===== src/common/page_stack_defs.vh =====
/*
 * offsets, field positions, reset values and page codes of the special
 * register page stack block.
 * assumes inclusion by bare name from design and bench files.
 */
`ifndef PAGE_STACK_DEFS_VH
`define PAGE_STACK_DEFS_VH

// ***************************************************
// register addresses and apb byte offsets (register address times four)
// ***************************************************
`define PS_IDX_PAGE_SELECT 8'ha7
`define PS_IDX_PAGE_CONTROL 8'hcf
`define PS_IDX_STACK_VIEW 8'hd3
`define PS_OFS_PAGE_SELECT 12'h29c
`define PS_OFS_PAGE_CONTROL 12'h33c
`define PS_OFS_STACK_VIEW 12'h34c
`define PS_OFS_STATUS 12'h400

// ***************************************************
// special register window and pages
// ***************************************************
`define PS_SR_LOW 8'h80
`define PS_SR_HIGH 8'hff
`define PS_PAGE_0 8'h00
`define PS_PAGE_F 8'h0f

// ***************************************************
// page control fields and reset values
// ***************************************************
`define PS_CTL_EN_BIT 0
`define PS_CTL_IDX_LSB 4
`define PS_CTL_IDX_MSB 6
`define PS_CTL_RESET 8'h01
`define PS_PAGE_RESET 8'h00
`define PS_VIEW_RESET 8'h00
`define PS_DEPTH 5

`endif


===== src/hdl/special_reg_page_stack.v =====
/*
 * page selection and page stack for the special register window of an
 * 8051-class core, with an apb view of the page registers.
 * assumes core strobes and apb are synchronous to pclk.
 */
`timescale 1ns/1ps
`default_nettype none
`include "page_stack_defs.vh"

// Behaviour
// - direct accesses to 0x80..0xff go to special registers, not data memory.
// - addresses ending 0x0 or 0x8 allow bit access; others byte only.
// - page select is eight bits wide, 256 pages.
// - only pages 0x0 and 0xf are populated; shared registers on both.
// - five byte-wide stack entries; page select is the top.
// - stack view returns the entry picked by stack index.
// - reading page select returns the top entry.
// - interrupt entry shifts the stack down by one.
// - last entry step loads the interrupting source's page.
// - interrupt return restores page from entry one, shifts up.
// - automatic paging enabled after reset until firmware clears it.
// - with paging disabled, entry and return leave the stack alone.
// - push only on interrupt service, pop only on interrupt return.
// - software page writes change only the top entry.
// - page select at 0xa7, all pages, read/write, resets to zero.
// - page control at 0xcf: enable bit 0 resets 1, index bits 6:4.
// - stack view at 0xd3 page 0xf, read-only, resets to zero.
module special_reg_page_stack (
    // clock and reset
    input wire pclk,
    input wire presetn,
    // apb slave
    input wire psel,
    input wire penable,
    input wire pwrite,
    input wire [11:0] paddr,
    input wire [31:0] pwdata,
    output reg [31:0] prdata,
    output reg pready,
    output reg pslverr,
    // core direct access
    input wire dir_valid,
    input wire dir_write,
    input wire dir_bit,
    input wire [7:0] dir_addr,
    input wire [7:0] dir_wdata,
    // interrupt sequencer
    input wire int_enter,
    input wire [7:0] int_page,
    input wire interrupt_return,
    // core-facing outputs
    output reg [7:0] dir_rdata,
    output reg sr_sel,
    output reg bit_ok,
    output reg [7:0] cur_page,
    output reg auto_page_enable
);
    reg [7:0] ctl_r;
    reg [7:0] ctl_nxt;
    reg [7:0] view_r;
    reg sel_bad_r;
    reg [31:0] rd_nxt;
    reg err_nxt;
    reg [7:0] dr_nxt;
    wire [7:0] top;
    wire [7:0] sel_data;
    wire sel_valid;
    wire apb_acc;
    wire apb_wr;
    wire d_in_sr;
    wire d_wr;
    wire push;
    wire pop;
    wire top_wr;
    wire [7:0] top_data;

    // ***************************************************
    // decode helpers
    // ***************************************************
    function in_sr_window;
        input [7:0] a;
        begin
            in_sr_window = (a >= `PS_SR_LOW) && (a <= `PS_SR_HIGH);
        end
    endfunction

    function bit_addressable;
        input [7:0] a;
        begin
            bit_addressable = (a[2:0] == 3'h0);
        end
    endfunction

    assign apb_acc = psel && penable && !pready;
    assign apb_wr = apb_acc && pwrite;
    assign d_in_sr = dir_valid && in_sr_window(dir_addr);
    // core bit writes come in as read-modify-write bytes, so a full byte is taken
    assign d_wr = d_in_sr && dir_write;

    // ***************************************************
    // stack control
    // ***************************************************
    assign push = int_enter && ctl_r[`PS_CTL_EN_BIT];
    assign pop = interrupt_return && !int_enter && ctl_r[`PS_CTL_EN_BIT];
    assign top_wr = (d_wr && dir_addr == `PS_IDX_PAGE_SELECT) ||
        (apb_wr && paddr == `PS_OFS_PAGE_SELECT);
    assign top_data = (d_wr && dir_addr == `PS_IDX_PAGE_SELECT) ? dir_wdata : pwdata[7:0];

    page_stack_core #(
        .DEPTH(`PS_DEPTH)
    ) u_stack (
        .pclk(pclk),
        .presetn(presetn),
        .push(push),
        .pop(pop),
        .push_page(int_page),
        .top_wr(top_wr),
        .top_data(top_data),
        .sel(ctl_r[`PS_CTL_IDX_MSB:`PS_CTL_IDX_LSB]),
        .top(top),
        .sel_data(sel_data),
        .sel_valid(sel_valid)
    );

    // ***************************************************
    // page control register
    // ***************************************************
    always @* begin
        ctl_nxt = ctl_r;
        // reserved bits forced to zero
        if (d_wr && dir_addr == `PS_IDX_PAGE_CONTROL) begin
            ctl_nxt = dir_wdata & 8'h71;
        end else if (apb_wr && paddr == `PS_OFS_PAGE_CONTROL) begin
            ctl_nxt = pwdata[7:0] & 8'h71;
        end
    end

    always @(posedge pclk or negedge presetn) begin
        if (!presetn) begin
            ctl_r <= `PS_CTL_RESET;
            view_r <= `PS_VIEW_RESET;
            sel_bad_r <= 1'b0;
            cur_page <= `PS_PAGE_RESET;
            auto_page_enable <= 1'b1;
        end else begin
            ctl_r <= ctl_nxt;
            view_r <= sel_valid ? sel_data : 8'h00;
            sel_bad_r <= !sel_valid;
            cur_page <= top;
            auto_page_enable <= ctl_nxt[`PS_CTL_EN_BIT];
        end
    end

    // ***************************************************
    // core direct read path
    // ***************************************************
    // the view register exists on page 0xf only; unmapped addresses read zero
    always @* begin
        dr_nxt = 8'h00;
        if (d_in_sr && !dir_write) begin
            case (dir_addr)
                `PS_IDX_PAGE_SELECT: dr_nxt = top;
                `PS_IDX_PAGE_CONTROL: dr_nxt = ctl_r;
                `PS_IDX_STACK_VIEW: begin
                    if (top == `PS_PAGE_F) begin
                        dr_nxt = sel_valid ? sel_data : 8'h00;
                    end
                end
                default: dr_nxt = 8'h00;
            endcase
        end
    end

    always @(posedge pclk or negedge presetn) begin
        if (!presetn) begin
            dir_rdata <= 8'h00;
            sr_sel <= 1'b0;
            bit_ok <= 1'b0;
        end else begin
            dir_rdata <= dr_nxt;
            sr_sel <= d_in_sr;
            bit_ok <= d_in_sr && (!dir_bit || bit_addressable(dir_addr));
        end
    end

    // ***************************************************
    // apb slave
    // ***************************************************
    // one wait state keeps the answer a flip-flop output
    always @* begin
        rd_nxt = 32'h0000_0000;
        err_nxt = 1'b0;
        case (paddr)
            `PS_OFS_PAGE_SELECT: rd_nxt = {24'h000000, top};
            `PS_OFS_PAGE_CONTROL: rd_nxt = {24'h000000, ctl_r};
            `PS_OFS_STACK_VIEW: begin
                rd_nxt = {24'h000000, view_r};
                err_nxt = pwrite;
            end
            `PS_OFS_STATUS: rd_nxt = {30'h0, sel_bad_r, ctl_r[`PS_CTL_EN_BIT]};
            default: err_nxt = 1'b1;
        endcase
        if (pwrite) begin
            rd_nxt = 32'h0000_0000;
        end
    end

    always @(posedge pclk or negedge presetn) begin
        if (!presetn) begin
            pready <= 1'b0;
            prdata <= 32'h0000_0000;
            pslverr <= 1'b0;
        end else if (apb_acc) begin
            pready <= 1'b1;
            prdata <= rd_nxt;
            pslverr <= err_nxt;
        end else begin
            pready <= 1'b0;
            prdata <= 32'h0000_0000;
            pslverr <= 1'b0;
        end
    end
endmodule // special_reg_page_stack
`default_nettype wire


===== src/hdl/page_stack_core.v =====
/*
 * five-entry page stack: top entry is the page select value, entries
 * one to four hold saved pages; push, pop and top write.
 * assumes the caller never asserts push and pop in the same cycle.
 */
`timescale 1ns/1ps
`default_nettype none
`include "page_stack_defs.vh"

module page_stack_core #(
    parameter DEPTH = `PS_DEPTH
) (
    // clock and reset
    input wire pclk,
    input wire presetn,
    // stack operations
    input wire push,
    input wire pop,
    input wire [7:0] push_page,
    input wire top_wr,
    input wire [7:0] top_data,
    // view
    input wire [2:0] sel,
    output wire [7:0] top,
    output reg [7:0] sel_data,
    output reg sel_valid
);
    reg [7:0] ent_r [0:DEPTH-1];
    genvar g;

    // ***************************************************
    // top entry
    // ***************************************************
    always @(posedge pclk or negedge presetn) begin
        if (!presetn) begin
            ent_r[0] <= `PS_PAGE_RESET;
        end else if (push) begin
            ent_r[0] <= push_page;
        end else if (pop) begin
            ent_r[0] <= ent_r[1];
        end else if (top_wr) begin
            ent_r[0] <= top_data;
        end
    end

    // ***************************************************
    // deeper entries
    // ***************************************************
    generate
        for (g = 1; g < DEPTH; g = g + 1) begin : lvl
            always @(posedge pclk or negedge presetn) begin
                if (!presetn) begin
                    ent_r[g] <= `PS_PAGE_RESET;
                end else if (push) begin
                    // old bottom falls off on the fifth nesting
                    ent_r[g] <= ent_r[g-1];
                end else if (pop && g < DEPTH - 1) begin
                    // index clamped so the bottom level never names a missing entry
                    ent_r[g] <= ent_r[(g < DEPTH - 1) ? g + 1 : g];
                end
                // bottom keeps its value on pop
            end
        end
    endgenerate

    assign top = ent_r[0];

    // ***************************************************
    // view mux
    // ***************************************************
    always @* begin
        sel_valid = (sel < DEPTH);
        sel_data = 8'h00;
        if (sel < DEPTH) begin
            sel_data = ent_r[sel];
        end
    end
endmodule // page_stack_core
`default_nettype wire


===== config.mk =====
export PLATFORM = sky130hd
export DESIGN_NAME = special_reg_page_stack
export DESIGN_NICKNAME = d
export VERILOG_FILES = /design/src/hdl/special_reg_page_stack.v /design/src/hdl/page_stack_core.v
export VERILOG_INCLUDE_DIRS = /design/src /design/src/common
export SDC_FILE = /design/constraint.sdc
export NUM_CORES = 1
export LEC_CHECK = 0
export BUFFER_PORTS_ARGS = -buffer_cell sky130_fd_sc_hd__clkbuf_2
export CORE_MARGIN = 2
export CORE_UTILIZATION = 52
export DETAILED_ROUTE_END_ITERATION = 8
export PLACE_DENSITY = 0.81
export SYNTH_ARGS = -nofsm -noshare
export SYNTH_HDL_FRONTEND = slang
export SYNTH_SLANG_ARGS = --single-unit

===== constraint.sdc =====
create_clock -name pclk -period 2 [get_ports pclk]
set_input_delay 0.5 -clock pclk [delete_from_list [all_inputs] [get_ports pclk]]
set_output_delay 0.5 -clock pclk [all_outputs]
set_load 0.02 [all_outputs]

==> results of run 1 <==
[metrics by stage]
| step | util | total power [uW] | TNS, ns | instance area (sq um) | hold WS, ns |
|---|---|---|---|---|---|
| detailed placement | 0.607 | 3160 | -0.894 | 4910 | 0.421 |
| finish | 0.629 | 4260 | 0 | 5090 | 0.0247 |
| global route | 0.629 | 4460 | 0 | 5090 | 0.0416 |
| CTS | 0.629 | 4250 | 0 | 5090 | 0.0342 |
| floorplan | - | 2740 | 0 | 4350 | 0.204 |
| global placement | 0.607 | 3100 | -0.716 | 4910 | 0.410 |
[cell families (layout without fill, tap and decap cells)]
| kind of cell | after synthesis | in the layout |
|---|---|---|
| compound gates | 134 | 134 |
| buf+inv | 61 | 148 |
| flops | 81 | 81 |
| mux | 30 | 30 |
| other cells | 1 | 24 |
| simple gates | 119 | 119 |
[path summary, 6_finish.rpt]
check | slack (ns) | cells after the start | to
setup reg to reg | 0.19 | 4 | dir_rdata[1]$_DFF_PN0_
hold / removal | 0.02 | 1 | u_stack.ent_r[31]$_DFFE_PN0P_
hold reg to reg | 0.50 | 2 | prdata[4]$_DFF_PN0_
min in group pclk | 0.30 | 2 | bit_ok$_DFF_PN0_
max in group asynchronous | 1.37 | 2 | ctl_r[0]$_DFFE_PN1P_
setup / recovery | 0.13 | 7 | u_stack.top[5]$_DFFE_PN0P_
[cell type report]
cell class                      instances  area (sq um)
Clock buffer                            9           124
Tap cell                              105           131
Sequential cell                        81          2030
Multi-Input combinational cell        307          1970
Inverter                               12          45.0
Clock inverter                          7          55.1
Timing Repair Buffer                  120           736
Fill cell                             686          3000
[worst reg2reg max path, cell delays in order (launching register included)]
cell and delay (ns):
sky130_fd_sc_hd__dfrtp_1 0.39, sky130_fd_sc_hd__or4bb_1 0.57, sky130_fd_sc_hd__nor4_4 0.49, sky130_fd_sc_hd__a22oi_1 0.14, sky130_fd_sc_hd__nor2_1 0.14
[per-layer routing]
metal  GRT usage  vias up
li1            -     1742
met1       0.336     1834
met2       0.427      215
met3      0.0359       39
met4       0.133        0
met5           0        -
[layout by cell type (no fill, tap or decap), drive strengths merged, types with 4 or more instances in the layout]
cell and instances:
a22oi 11, nand3 12, mux2 8, nand2 48, o21ai 29, nor3 5
a21oi 34, mux4 8, inv 14, buf 39, nor4 4, clkbuf 90
nor2 25, a2bb2oi 11, o22ai 38, conb 24, nor2b 4, mux2i 14
dfrtp 80, nand4 5
[where the power goes]
part	switching, uW	leakage, uW	total [uW]	internal [uW]
clock network	647	0.0000862	1110	461
registers	229	0.00109	2140	1910
logic	582	0.00119	1010	432
total	1460	0.00237	4260	2800
[registers in the layout, indices dropped and copies added (netlist names)]
name and flops:
cur_page 8, sr_sel 1, sel_bad_r 1, prdata 8
dir_rdata 8, u_stack.ent_r 32, pslverr 1, view_r 8
pready 1, u_stack.top 8, bit_ok 1, ctl_r 4
==> summary.md, run 1 <==
The clock arrives with 0.00935 ns of skew. The most used flip-flop cell after synthesis is sky130_fd_sc_hd__dfrtp_1. Counting both buffers and inverters, the worst setup path holds a total of 2.

The worst path meets setup with 0.134 ns of slack. The number of distinct library cell variants in the gate-level netlist after synthesis is 50. The floorplan step defined a core boundary enclosing 8090 sq um. The min-delay analysis places its worst path in the category in -> async. The global route total overflow was 0; the count of mapped cells out of synthesis was 426.

The number of failing hold endpoints at the final stage was 0. Among all stages on the critical path, the largest delay is contributed by sky130_fd_sc_hd__or3b_4. Detailed routing placed a total of 5.52 mm of wire on met2. The adder and majority cell fraction of the synthesized area was 0. After synthesis, the largest family of logic cells by area is compound AO/OA/AOI/OAI gates. The cell with the most instances after synthesis was sky130_fd_sc_hd__dfrtp_1.

The worst setup path is captured at a flip-flop. Including well taps, the total number of placed cells is 625. The multiplexer share of the synthesized area came out at 0.0964. Number of input and output port buffers inserted: 82. The floorplan has 33 rows. The number of pins with negative max-slew slack in the final report is 0. The tool flagged a number of max-cap violations equal to 0. The data required time of the worst path came out at 2.25 ns.

Timing would allow up to 536 MHz. Uppermost signal routing layer after detailed routing: met4. The met1 routed wirelength after detailed routing was 4.33 mm; the via total after detailed routing was 3830. The total iterations of the first detailed-routing run was 5. The detailed router finished its first iteration with 456 violations. The data arrival time of the worst path was 2.11 ns. The signal on the critical path passes through clkbuf_2 -> or3b_4 -> nor4_4 -> buf_4 -> mux2i_1 -> a2bb2oi_1 -> o21ai_1. The flow ran to the end, and the final reports show no timing, DRC or antenna violations. Average detailed-routed wire length per instance: 17.4 microns.

The share of layout cells above drive strength 1 was 0.308. The remaining routing DRC violations was 0. The share of the synthesized area in the top cell type is 0.470. Relative to the synthesized area, the layout overhead comes to 19.6%. At the pin with the least slew margin, the transition time is 0.721 ns. Averaged over all synthesized cells, the footprint is 10.0 sq um. Setup violations remaining at the end of the flow were counted as 0. The first global-routing pass estimated 17.8 mm of wire. The post-detailed-route count of antenna-violating nets came out at 0.

The setup path with the least slack is of type in -> reg. The post-detailed-route via-to-cell ratio works out to 5.98. The setup slack at placement is -0.158 ns. The run gives 0.36 ns as the insertion delay to the later sink of the worst-skew pair. The die area was 8930 sq um. For the hold buffer count at CTS, the log shows 0. The worst register-to-register path begins at u_stack.top[6]$_DFFE_PN0P_. The clock period could shrink to 1.87 ns. The share of flip-flops with an asynchronous set or reset after synthesis came out at 1.00. Tracing the worst setup path back leads to its startpoint at dir_addr[3]. The worst-case headroom to the max-slew limit was 0.519; the areal power density over the cells was 836 nW/um^2. Fraction of synthesized cell area in xor and xnor cells: 0. The aggregate global-route resource usage was 0.259. The wire-length estimate of the detail-placed layout is 7.98 mm. By count the netlist is led by 80 x sky130_fd_sc_hd__dfrtp_1, 48 x sky130_fd_sc_hd__nand2_1, 38 x sky130_fd_sc_hd__o22ai_1. The clock-pin slew on the worst setup and hold paths is 0.09 ns, and the aggregate routed wire length is 11.1 mm. TritonCTS built the clock tree.

In this run, CTS created clock tree buffers numbering 9. Startpoint type of the worst setup path: an input port. The starting density of the core was 0.526; the delay of the slowest critical-path stage was 0.41 ns. Summing every instance area after synthesis gives 4260 sq um. Measured along the y axis, the die boundary spans 94.5 microns. The clock sink count was 81. Chip width: 94.5 microns. The number of antenna violations at the first check in global routing was 0; the pin count of the biggest net entering global routing was 46. The repair_antennas step left the layout with diodes totalling 0. The run gives 0.872 as the final RePlAce weighted congestion.

Counting flops and latches in the post-synthesis netlist gives 81. The share of the synthesized area in compound gates (AO/OA/AOI/OAI) works out to 0.195. Post-CTS timing repair inserted 0 buffers for setup. The run gives 3626 as the number of global-route vias before repair. Pin placement for this block handled 131 I/O pins.

Family with the most delay on the worst path: simple AND/OR/NAND/NOR gates. For the maximum level of the CTS H-tree, the log shows 3. In this run, synthesis inferred 0 flip-flops with an integrated enable. Excluding fillers, the count of instances in the completed layout stands at 641. Gates resized during post-CTS repair numbered 0. The run gives 828 microns as the met3 wirelength from detailed routing.

Along the worst path, the maximum fanout reaches 4. VDD sags by at most 0.000338 V. In the post-synthesis netlist, the biggest area contributors are sky130_fd_sc_hd__dfrtp_1 47%, sky130_fd_sc_hd__o22ai_1 5.6%, sky130_fd_sc_hd__buf_4 4.6%. The period utilization came out at 0.933. The run gives 0 as the warning count from the yosys run. For this design the static power due to leakage is 0.00237 uW.

The simple-gate area share of the yosys netlist works out to 0.151. The cell sitting at the root of the clock tree is a sky130_fd_sc_hd__clkbuf_8. Summed over all instances, the cell type with the most area after synthesis is sky130_fd_sc_hd__dfrtp_1.

Setup repair after global routing left no endpoint under its margin. The register area share after synthesis was 0.476; the deepest clock path buffer count was 2. The count of nets after finishing was 609.
(Power assumes the default switching activity.)
==> run 2, diff against run 1 <==
--- a/config.mk
+++ b/config.mk
@@ -10,7 +10,9 @@
 export CORE_MARGIN = 2
 export CORE_UTILIZATION = 52
 export DETAILED_ROUTE_END_ITERATION = 8
-export PLACE_DENSITY = 0.81
+export GPL_ROUTABILITY_DRIVEN = 0
+export PLACE_DENSITY = 0.8
 export SYNTH_ARGS = -nofsm -noshare
 export SYNTH_HDL_FRONTEND = slang
+export SYNTH_HIERARCHICAL = 1
 export SYNTH_SLANG_ARGS = --single-unit
==> run 2 against run 1 <==
Clock power is 40% higher. Synthesized cell count is 2.6% lower. Clock skew is 0.0031 ns lower. Flip-flop and latch count stayed put. Global-route usage is 1.9 points lower. Critical path depth is 2 higher. Worst hold slack better by 0.061 ns. Critical endpoint is now u_stack/top[4]$_DFFE_PN0P_. Largest cell class is now multi-input combinational cells.
==> summary.md, run 2 <==
The flow ran to the end, and the final reports show no timing, DRC or antenna violations. The via total after detailed routing is 3568 (was 3830), and the insertion delay to the later sink of the worst-skew pair is 0.35 ns (was 0.36 ns). The aggregate global-route resource usage is 0.240 (was 0.259). The total of endpoints with negative setup slack in the final report is 0 (unchanged), and the total iterations of the first detailed-routing run is 7 (was 5). The run gives 3466 (was 3626) as the number of global-route vias before repair. The global routing's busiest layer was met2 (unchanged). The met2 track demand over resource is 0.395 (was 0.427), and the signed area change from the synthesized netlist to the final layout is 24.3% (was 19.6%).

The count of nets after finishing came out at 605 (was 609). The tools report the global-route wire length before repair as 16.8 mm (was 17.8 mm). The total chip power is 3790 uW (was 4260 uW). The prevailing post-synth register cell is sky130_fd_sc_hd__dfrtp_1 (unchanged).

The tools report the share of total power in combinational logic as 0.131 (was 0.238). The met1 capacity usage during global routing is 0.307 (was 0.336). For the highest ir drop seen on vdd, the log shows 0.000297 V (was 0.000338 V). The data arrival time of the worst path was 2.18 ns (was 2.11 ns). The run gives 6 (was 0) as the warning count from the yosys run.

For the register area share after synthesis, the log shows 0.461 (was 0.476). The run gives 910 uW (was 1460 uW) as the switching component of the power. The chip width came out at 96.0 microns (was 94.5 microns).

The count of mapped cells out of synthesis is 415 (was 426), and the half-perimeter wire length of the detailed placement result is 7.57 mm (was 7.98 mm). The average detailed-routed wire length per instance is 16.3 microns (was 17.4 microns), and the remaining routing DRC violations is 0 (unchanged). Clock sink count: 81 (unchanged). Commonest cells after routing, fill and taps aside: 80 x sky130_fd_sc_hd__dfrtp_1, 80 x sky130_fd_sc_hd__clkbuf_2, 48 x sky130_fd_sc_hd__nand2_1 (was 81 x sky130_fd_sc_hd__clkbuf_2, 80 x sky130_fd_sc_hd__dfrtp_1, 48 x sky130_fd_sc_hd__nand2_1).

The vertical die dimension came out at 96.0 microns (was 94.5 microns). The switching portion of total power came out at 0.240 (was 0.342). The areal power density over the cells was 694 nW/um^2 (was 836 nW/um^2); the number of storage elements in the synthesis netlist was 81 (unchanged). The run gives 51 (was 50) as the number of distinct library cell variants in the gate-level netlist after synthesis.

The initial DRC count was 167 (was 456). The flip-flop count of the largest register, all copies and words added works out to 32 (unchanged). TritonCTS built the clock tree. The share of flip-flops with an asynchronous set or reset after synthesis was 1.00 (unchanged). The global route total overflow was 0 (unchanged).

The data required time of the worst path was 2.24 ns (was 2.25 ns); the row count was 33 (unchanged). Largest cells by area after synthesis: sky130_fd_sc_hd__dfrtp_1 46%, sky130_fd_sc_hd__mux2i_1 10%, sky130_fd_sc_hd__mux2_2 6.4% (was sky130_fd_sc_hd__dfrtp_1 47%, sky130_fd_sc_hd__o22ai_1 5.6%, sky130_fd_sc_hd__buf_4 4.6%). The run gives 0 (unchanged) as the number of pins with negative max-slew slack in the final report.

The relative contribution of the clock network to total power was 0.410 (was 0.260); the period utilization was 0.969 (was 0.933). The register ranked first by flip-flop count is u_stack/ent_r (was u_stack.ent_r). The start-to-end type of the worst setup path is in -> reg (unchanged).

Share of layout cells above drive strength 1: 0.361 (was 0.308). Most common library cells after synthesis: 80 x sky130_fd_sc_hd__dfrtp_1, 48 x sky130_fd_sc_hd__nand2_1, 44 x sky130_fd_sc_hd__mux2i_1 (was 80 x sky130_fd_sc_hd__dfrtp_1, 48 x sky130_fd_sc_hd__nand2_1, 38 x sky130_fd_sc_hd__o22ai_1). The critical path capture point type was a flip-flop (unchanged). For the pin count of the biggest net entering global routing, the log shows 50 (was 46). The post-detailed-route via-to-cell ratio is 5.60 (was 5.98).

The achievable clock frequency is 516 MHz (was 536 MHz). The global routing usage on met3 is 0.0415 (was 0.0359), and the largest fanout on the critical path is 5 (was 4). The run gives 4400 sq um (was 4260 sq um) as the synthesized cell area. Clock root buffer: sky130_fd_sc_hd__clkbuf_8 (unchanged).

The worst setup skew after layout is 0.00621 ns (was 0.00935 ns). The run gives 0 (unchanged) as the number of failing hold endpoints at the final stage. The tools report the number of antenna violations at the first check in global routing as 0 (unchanged). The cell accounting for the most synthesized area is sky130_fd_sc_hd__dfrtp_1 (unchanged). The count of flip-flops with a built-in enable after synthesis is 0 (unchanged), and the relative contribution of sequential cells to total power is 0.459 (was 0.502).

The final setup TNS was 0 ns (unchanged). The transition time at the pin with the least slew margin is 0.509 ns (was 0.721 ns), and the deepest clock path buffer count is 2 (unchanged). The static power due to leakage is 0.00246 uW (was 0.00237 uW).

The number of input and output port buffers inserted was 82 (unchanged); the internal power contribution was 2880 uW (was 2800 uW). Minimum period implied by the final worst setup slack: 1.94 ns (was 1.87 ns). The aggregate routed wire length is 10.4 mm (was 11.1 mm). The I/O pin total was 131 (unchanged); the number of maximum-capacitance violations was 0 (unchanged).

Starting density of the core: 0.535 (was 0.526). The cell with the most instances after synthesis is sky130_fd_sc_hd__dfrtp_1 (unchanged). The clock-pin slew on the worst setup and hold paths was 0.08 ns (was 0.09 ns); the number of buffers created by CTS was 9 (unchanged).

The mean instance size in the synthesized netlist came out at 10.6 sq um (was 10.0 sq um). Setup repair after global routing could not meet its margin everywhere. The worst min-delay path class was in -> async (unchanged). The tools report the first element of the critical path as dir_addr[3] (unchanged).

Worst-case headroom to the max-slew limit: 0.658 (was 0.519). The share of the synthesized area in the top cell type was 0.455 (was 0.470). Placeable core region: 8220 sq um (was 8090 sq um). The startpoint type of the worst setup path is an input port (unchanged).

For the maximum level of the CTS H-tree, the log shows 3 (unchanged). The post-detailed-route count of antenna-violating nets is 0 (unchanged). For the die area, the log shows 9210 sq um (was 8930 sq um). The run gives 0 (unchanged) as the antenna cell count. The run gives 0 (unchanged) as the hold buffer count at CTS. The reg-to-reg critical path startpoint was pready$_DFF_PN0_ (was u_stack.top[6]$_DFFE_PN0P_).
[run 2: per-layer routing]
| layer | wire [microns] | vias to the layer above |
|---|---|---|
| li1 | - | 1665 |
| met1 | 4380 | 1748 |
| met2 | 5140 | 129 |
| met3 | 557 | 26 |
| met4 | 320 | 0 |
| met5 | 0 | - |
[run 2: worst max-delay path: stages]
cell	delay (ns)
sky130_fd_sc_hd__buf_6	0.09
sky130_fd_sc_hd__nand3b_1	0.19
sky130_fd_sc_hd__nor4_4	0.18
sky130_fd_sc_hd__and3_4	0.25
sky130_fd_sc_hd__buf_4	0.18
sky130_fd_sc_hd__mux2_4	0.31
sky130_fd_sc_hd__mux2_4	0.25
sky130_fd_sc_hd__mux2i_1	0.14
sky130_fd_sc_hd__o21ai_1	0.08
[run 2: cell type report]
type	instances	area [sq um]
Clock inverter	7	143
Tap cell	105	131
Sequential cell	81	2030
Fill cell	639	2750
Inverter	3	11.3
Multi-Input combinational cell	302	2170
Clock buffer	9	124
Timing Repair Buffer	130	858
[run 2: final timing paths]
| check | end | slack (ns) | cells past startpoint |
|---|---|---|---|
| worst min register to register | pready$_DFF_PN0_ | 0.52 | 1 |
| worst max register to register | u_stack/top[7]$_DFFE_PN0P_ | 0.26 | 6 |
| worst max-delay path | u_stack/top[4]$_DFFE_PN0P_ | 0.06 | 9 |
| max in group asynchronous | u_stack/top[5]$_DFFE_PN0P_ | 1.32 | 2 |
| min in group pclk | bit_ok$_DFF_PN0_ | 0.30 | 2 |
| worst min-delay path | u_stack/top[7]$_DFFE_PN0P_ | 0.09 | 1 |
[run 2: cells by family (layout without fill, tap and decap cells)]
family                 after synthesis  after routing  synth area share
other                                1             24          0.000853
muxes                               76             76             0.188
AOI/OAI and AO/OA                   78             78             0.111
DFF                                 81             81             0.461
buffers and inverters               55            149            0.0820
and+or+nand+nor                    124            124             0.157
[run 2: what timing repair did]
item,CTS,global route
resized for setup,0,3
setup endpoints to repair,0,8
buffers inserted,0,2
[run 2: power groups by stage]
stage                     clock [uW]  sequential, uW  combinational (uW)
after floorplan                    0            1790                 290
after global placement             0            1770                 478
after detailed placement           0            1780                 488
after CTS                       1570            1740                 490
after global routing            1640            1750                 537
final                           1550            1740                 496
[run 2: metrics by stage]
| stage | hold WS (ns) | utilization | cells | instance area (sq um) | worst slack (ns) |
|---|---|---|---|---|---|
| detailed placement | 0.473 | 0.629 | 619 | 5170 | -0.377 |
| finish | 0.0854 | 0.665 | 637 | 5470 | 0.0612 |
| global route | 0.116 | 0.665 | 637 | 5470 | -0.0505 |
| floorplan | 0.204 | - | 438 | 4560 | -0.285 |
| global placement | 0.470 | 0.629 | 619 | 5170 | -0.336 |
| CTS | 0.0942 | 0.661 | 635 | 5440 | 0.00284 |
==> run 3, diff against run 2 <==
--- a/config.mk
+++ b/config.mk
@@ -11,8 +11,8 @@
 export CORE_UTILIZATION = 52
 export DETAILED_ROUTE_END_ITERATION = 8
 export GPL_ROUTABILITY_DRIVEN = 0
-export PLACE_DENSITY = 0.8
+export PLACE_DENSITY = 0.81
+export SETUP_SLACK_MARGIN = 0.4
 export SYNTH_ARGS = -nofsm -noshare
 export SYNTH_HDL_FRONTEND = slang
-export SYNTH_HIERARCHICAL = 1
 export SYNTH_SLANG_ARGS = --single-unit
==> run 3 against run 2 <==
Critical path depth shrank 2. Core utilization shrank 0.50 points. Count of clock-buffer cells in the layout is the same. Combinational power grew 120%. First-iteration DRC count grew 110%. Clock skew grew 0.0084 ns. Maximum frequency grew 14%. Global-route usage grew 2.5 points. Die area shrank 3.0%. Flip-flop and latch count is the same. Critical path type unchanged. Critical endpoint is now u_stack.top[1]$_DFFE_PN0P_. Largest power group unchanged.
==> summary.md, run 3 (synthesis results as in run 1) <==
The flow ran to the end, and the final reports show no timing, DRC or antenna violations. Chip width: 94.5 microns (was 96.0 microns). Average detailed-routed wire length per instance: 17.6 microns (was 16.3 microns). The register ranked first by flip-flop count was u_stack.ent_r (was u_stack/ent_r). The flip-flop count of the largest register, all copies and words added is 32 (unchanged). The worst setup skew after layout is 0.0146 ns (was 0.00621 ns), and the area taken by flip-flops and latches is 2030 sq um (about the same). The run gives 0 (unchanged) as the hold buffer count at CTS. The vertical die dimension is 94.5 microns (was 96.0 microns), and the insertion delay to the later sink of the worst-skew pair is 0.36 ns (was 0.35 ns). The logs give 0 (unchanged) for the number of maximum-capacitance violations and 652 (was 637) for the final non-filler cell total.

The maximum level of the CTS H-tree is 3 (unchanged). The pin count of the biggest net entering global routing is 40 (was 50). The startpoint type of the worst setup path is an input port (unchanged). The first element of the critical path was dir_addr[6] (was dir_addr[3]). Commonest non-fill, non-tap cell in the layout: sky130_fd_sc_hd__dfrtp_1. The logs give 0.477 (was 0.459) for the relative contribution of sequential cells to total power and 9 (unchanged) for the number of buffers created by CTS. The worst-case headroom to the max-slew limit was 0.653 (was 0.658). The run gives 2960 uW (was 2880 uW) as the internal power contribution. TritonCTS built the clock tree.

For the final setup TNS, the log shows 0 ns (unchanged). The share of layout cells above drive strength 1 is 0.342 (was 0.361). The run gives 0.265 (was 0.240) as the aggregate global-route resource usage. The run gives 8090 sq um (was 8220 sq um) as the placeable core region. For the share of total power in combinational logic, the log shows 0.248 (was 0.131). The clock root buffer was sky130_fd_sc_hd__clkbuf_8 (unchanged). The deepest clock path buffer count was 2 (unchanged); the total iterations of the first detailed-routing run was 5 (was 7). The die area was 8930 sq um (was 9210 sq um); the clock-pin slew on the worst setup and hold paths was 0.09 ns (was 0.08 ns). The logs give 1.94 ns (was 2.18 ns) for the data arrival time of the worst path and 0 (unchanged) for the remaining routing DRC violations.

The post-detailed-route via-to-cell ratio came out at 6.01 (was 5.60). The relative contribution of the clock network to total power is 0.275 (was 0.410). The via total after detailed routing is 3921 (was 3568). Commonest cells after routing, fill and taps aside: 79 x sky130_fd_sc_hd__dfrtp_1, 78 x sky130_fd_sc_hd__clkbuf_2, 47 x sky130_fd_sc_hd__nand2_1 (was 80 x sky130_fd_sc_hd__dfrtp_1, 80 x sky130_fd_sc_hd__clkbuf_2, 48 x sky130_fd_sc_hd__nand2_1). The tools report the global-route wire length before repair as 18.3 mm (was 16.8 mm). The minimum period implied by the final worst setup slack is 1.70 ns (was 1.94 ns), and the row count is 33 (unchanged). For the static power due to leakage, the log shows 0.00250 uW (was 0.00246 uW). The count of nets after finishing is 620 (was 605).

The achievable clock frequency is 588 MHz (was 516 MHz). The total of endpoints with negative setup slack in the final report was 0 (unchanged); the clock sink count was 81 (unchanged). The switching component of the power is 1490 uW (was 910 uW), and the number of input and output port buffers inserted is 82 (unchanged). The post-detailed-route count of antenna-violating nets came out at 0 (unchanged).

The number of pins with negative max-slew slack in the final report is 0 (unchanged). The signed area change from the synthesized netlist to the final layout was 25.4% (was 24.3%). The switching portion of total power is 0.334 (was 0.240), and the aggregate routed wire length is 11.5 mm (was 10.4 mm).

The tools report the number of antenna violations at the first check in global routing as 0 (unchanged). The critical path capture point type is a flip-flop (unchanged). The number of failing hold endpoints at the final stage was 0 (unchanged); the data required time of the worst path was 2.24 ns (about the same).

The area used by multi-input combinational logic is 2050 sq um (was 2170 sq um). The initial DRC count came out at 347 (was 167). The tools report the number of inserted filler cells in the final layout as 634 (was 639).

The logs give 8.14 mm (was 7.57 mm) for the half-perimeter wire length of the detailed placement result and 3779 (was 3466) for the number of global-route vias before repair. Areal power density over the cells: 834 nW/um^2 (was 694 nW/um^2). Start-to-end type of the worst setup path: in -> reg (unchanged). The tools report the antenna cell count as 0 (unchanged).

For the number of placed instances with taps included, the log shows 624 (was 619). For the total chip power, the log shows 4460 uW (was 3790 uW). The starting density of the core came out at 0.526 (was 0.535). The core occupancy in the finished layout is 0.660 (was 0.665), and the period utilization is 0.850 (was 0.969). Setup repair after global routing could not meet its margin everywhere. The tools report the reg-to-reg critical path startpoint as ctl_r[4]$_DFFE_PN0P_ (was pready$_DFF_PN0_).

Worst min-delay path class: in -> async (unchanged). The I/O pin total is 131 (unchanged), and the global route total overflow is 0 (unchanged). The tools report the highest ir drop seen on vdd as 0.000482 V (was 0.000297 V). The transition time at the pin with the least slew margin is 0.520 ns (was 0.509 ns), and the largest fanout on the critical path is 8 (was 5).
==> run 3: worst max-delay path, stage by stage <==
cell                        delay [ns]
sky130_fd_sc_hd__buf_6            0.09
sky130_fd_sc_hd__or3b_4           0.41
sky130_fd_sc_hd__nor4_4           0.26
sky130_fd_sc_hd__buf_12           0.19
sky130_fd_sc_hd__mux2i_1          0.20
sky130_fd_sc_hd__a2bb2oi_1        0.20
sky130_fd_sc_hd__o21ai_1          0.08
==> run 3: worst paths after layout <==
| check | endpoint | slack, ns | depth (start not counted) |
|---|---|---|---|
| max | u_stack.top[1]$_DFFE_PN0P_ | 0.30 | 7 |
| min | cur_page[1]$_DFF_PN0_ | 0.003 | 1 |
| max reg2reg | dir_rdata[3]$_DFF_PN0_ | 0.35 | 6 |
| min reg2reg | cur_page[1]$_DFF_PN0_ | 0.50 | 0 |
| max in group asynchronous | u_stack.ent_r[1]$_DFFE_PN0P_ | 1.41 | 2 |
| min in group pclk | bit_ok$_DFF_PN0_ | 0.32 | 2 |
==> run 3: area by class of cell <==
type,count,share of cell area
clock buffer,9,0.0232
clock inverter,7,0.0145
inverter,12,0.00843
multi-input combinational,307,0.384
sequential,81,0.380
tap,105,0.0246
timing repair buffer,131,0.166
==> run 3: per-stage QoR <==
stage | cell area, sq um | hold WS [ns] | worst slack, ns
final | 5340 | 0.00302 | 0.300
after global routing | 5340 | 0.0193 | 0.246
after CTS | 5260 | 0.0144 | 0.323
after detailed placement | 4940 | 0.405 | -0.0491
after global placement | 4940 | 0.402 | -0.0296
after floorplan | 4370 | 0.204 | 0.164
==> run 3: routing by layer <==
metal / GRT usage / share of wire
met3: 0.0694 / 0.096
met5: 0 / 0
met1: 0.328 / 0.38
met2: 0.443 / 0.50
met4: 0.109 / 0.028
==> run 3: power groups by stage <==
stage / registers, uW / logic, uW / clock network (uW)
3_5_place_dp: 2150 / 1050 / 0
2_1_floorplan: 2200 / 549 / 0
6_report: 2130 / 1100 / 1230
4_1_cts: 2110 / 1070 / 1230
5_1_grt: 2150 / 1190 / 1310
3_3_place_gp: 2140 / 1020 / 0
==> run 3: repair_timing <==
| item | 4_1_cts | 5_1_grt |
|---|---|---|
| buffers inserted | 8 | 4 |
| pin swaps | 6 | 10 |
| resized for setup | 9 | 16 |
| setup endpoints to repair | 21 | 20 |
| gates cloned | 0 | 0 |
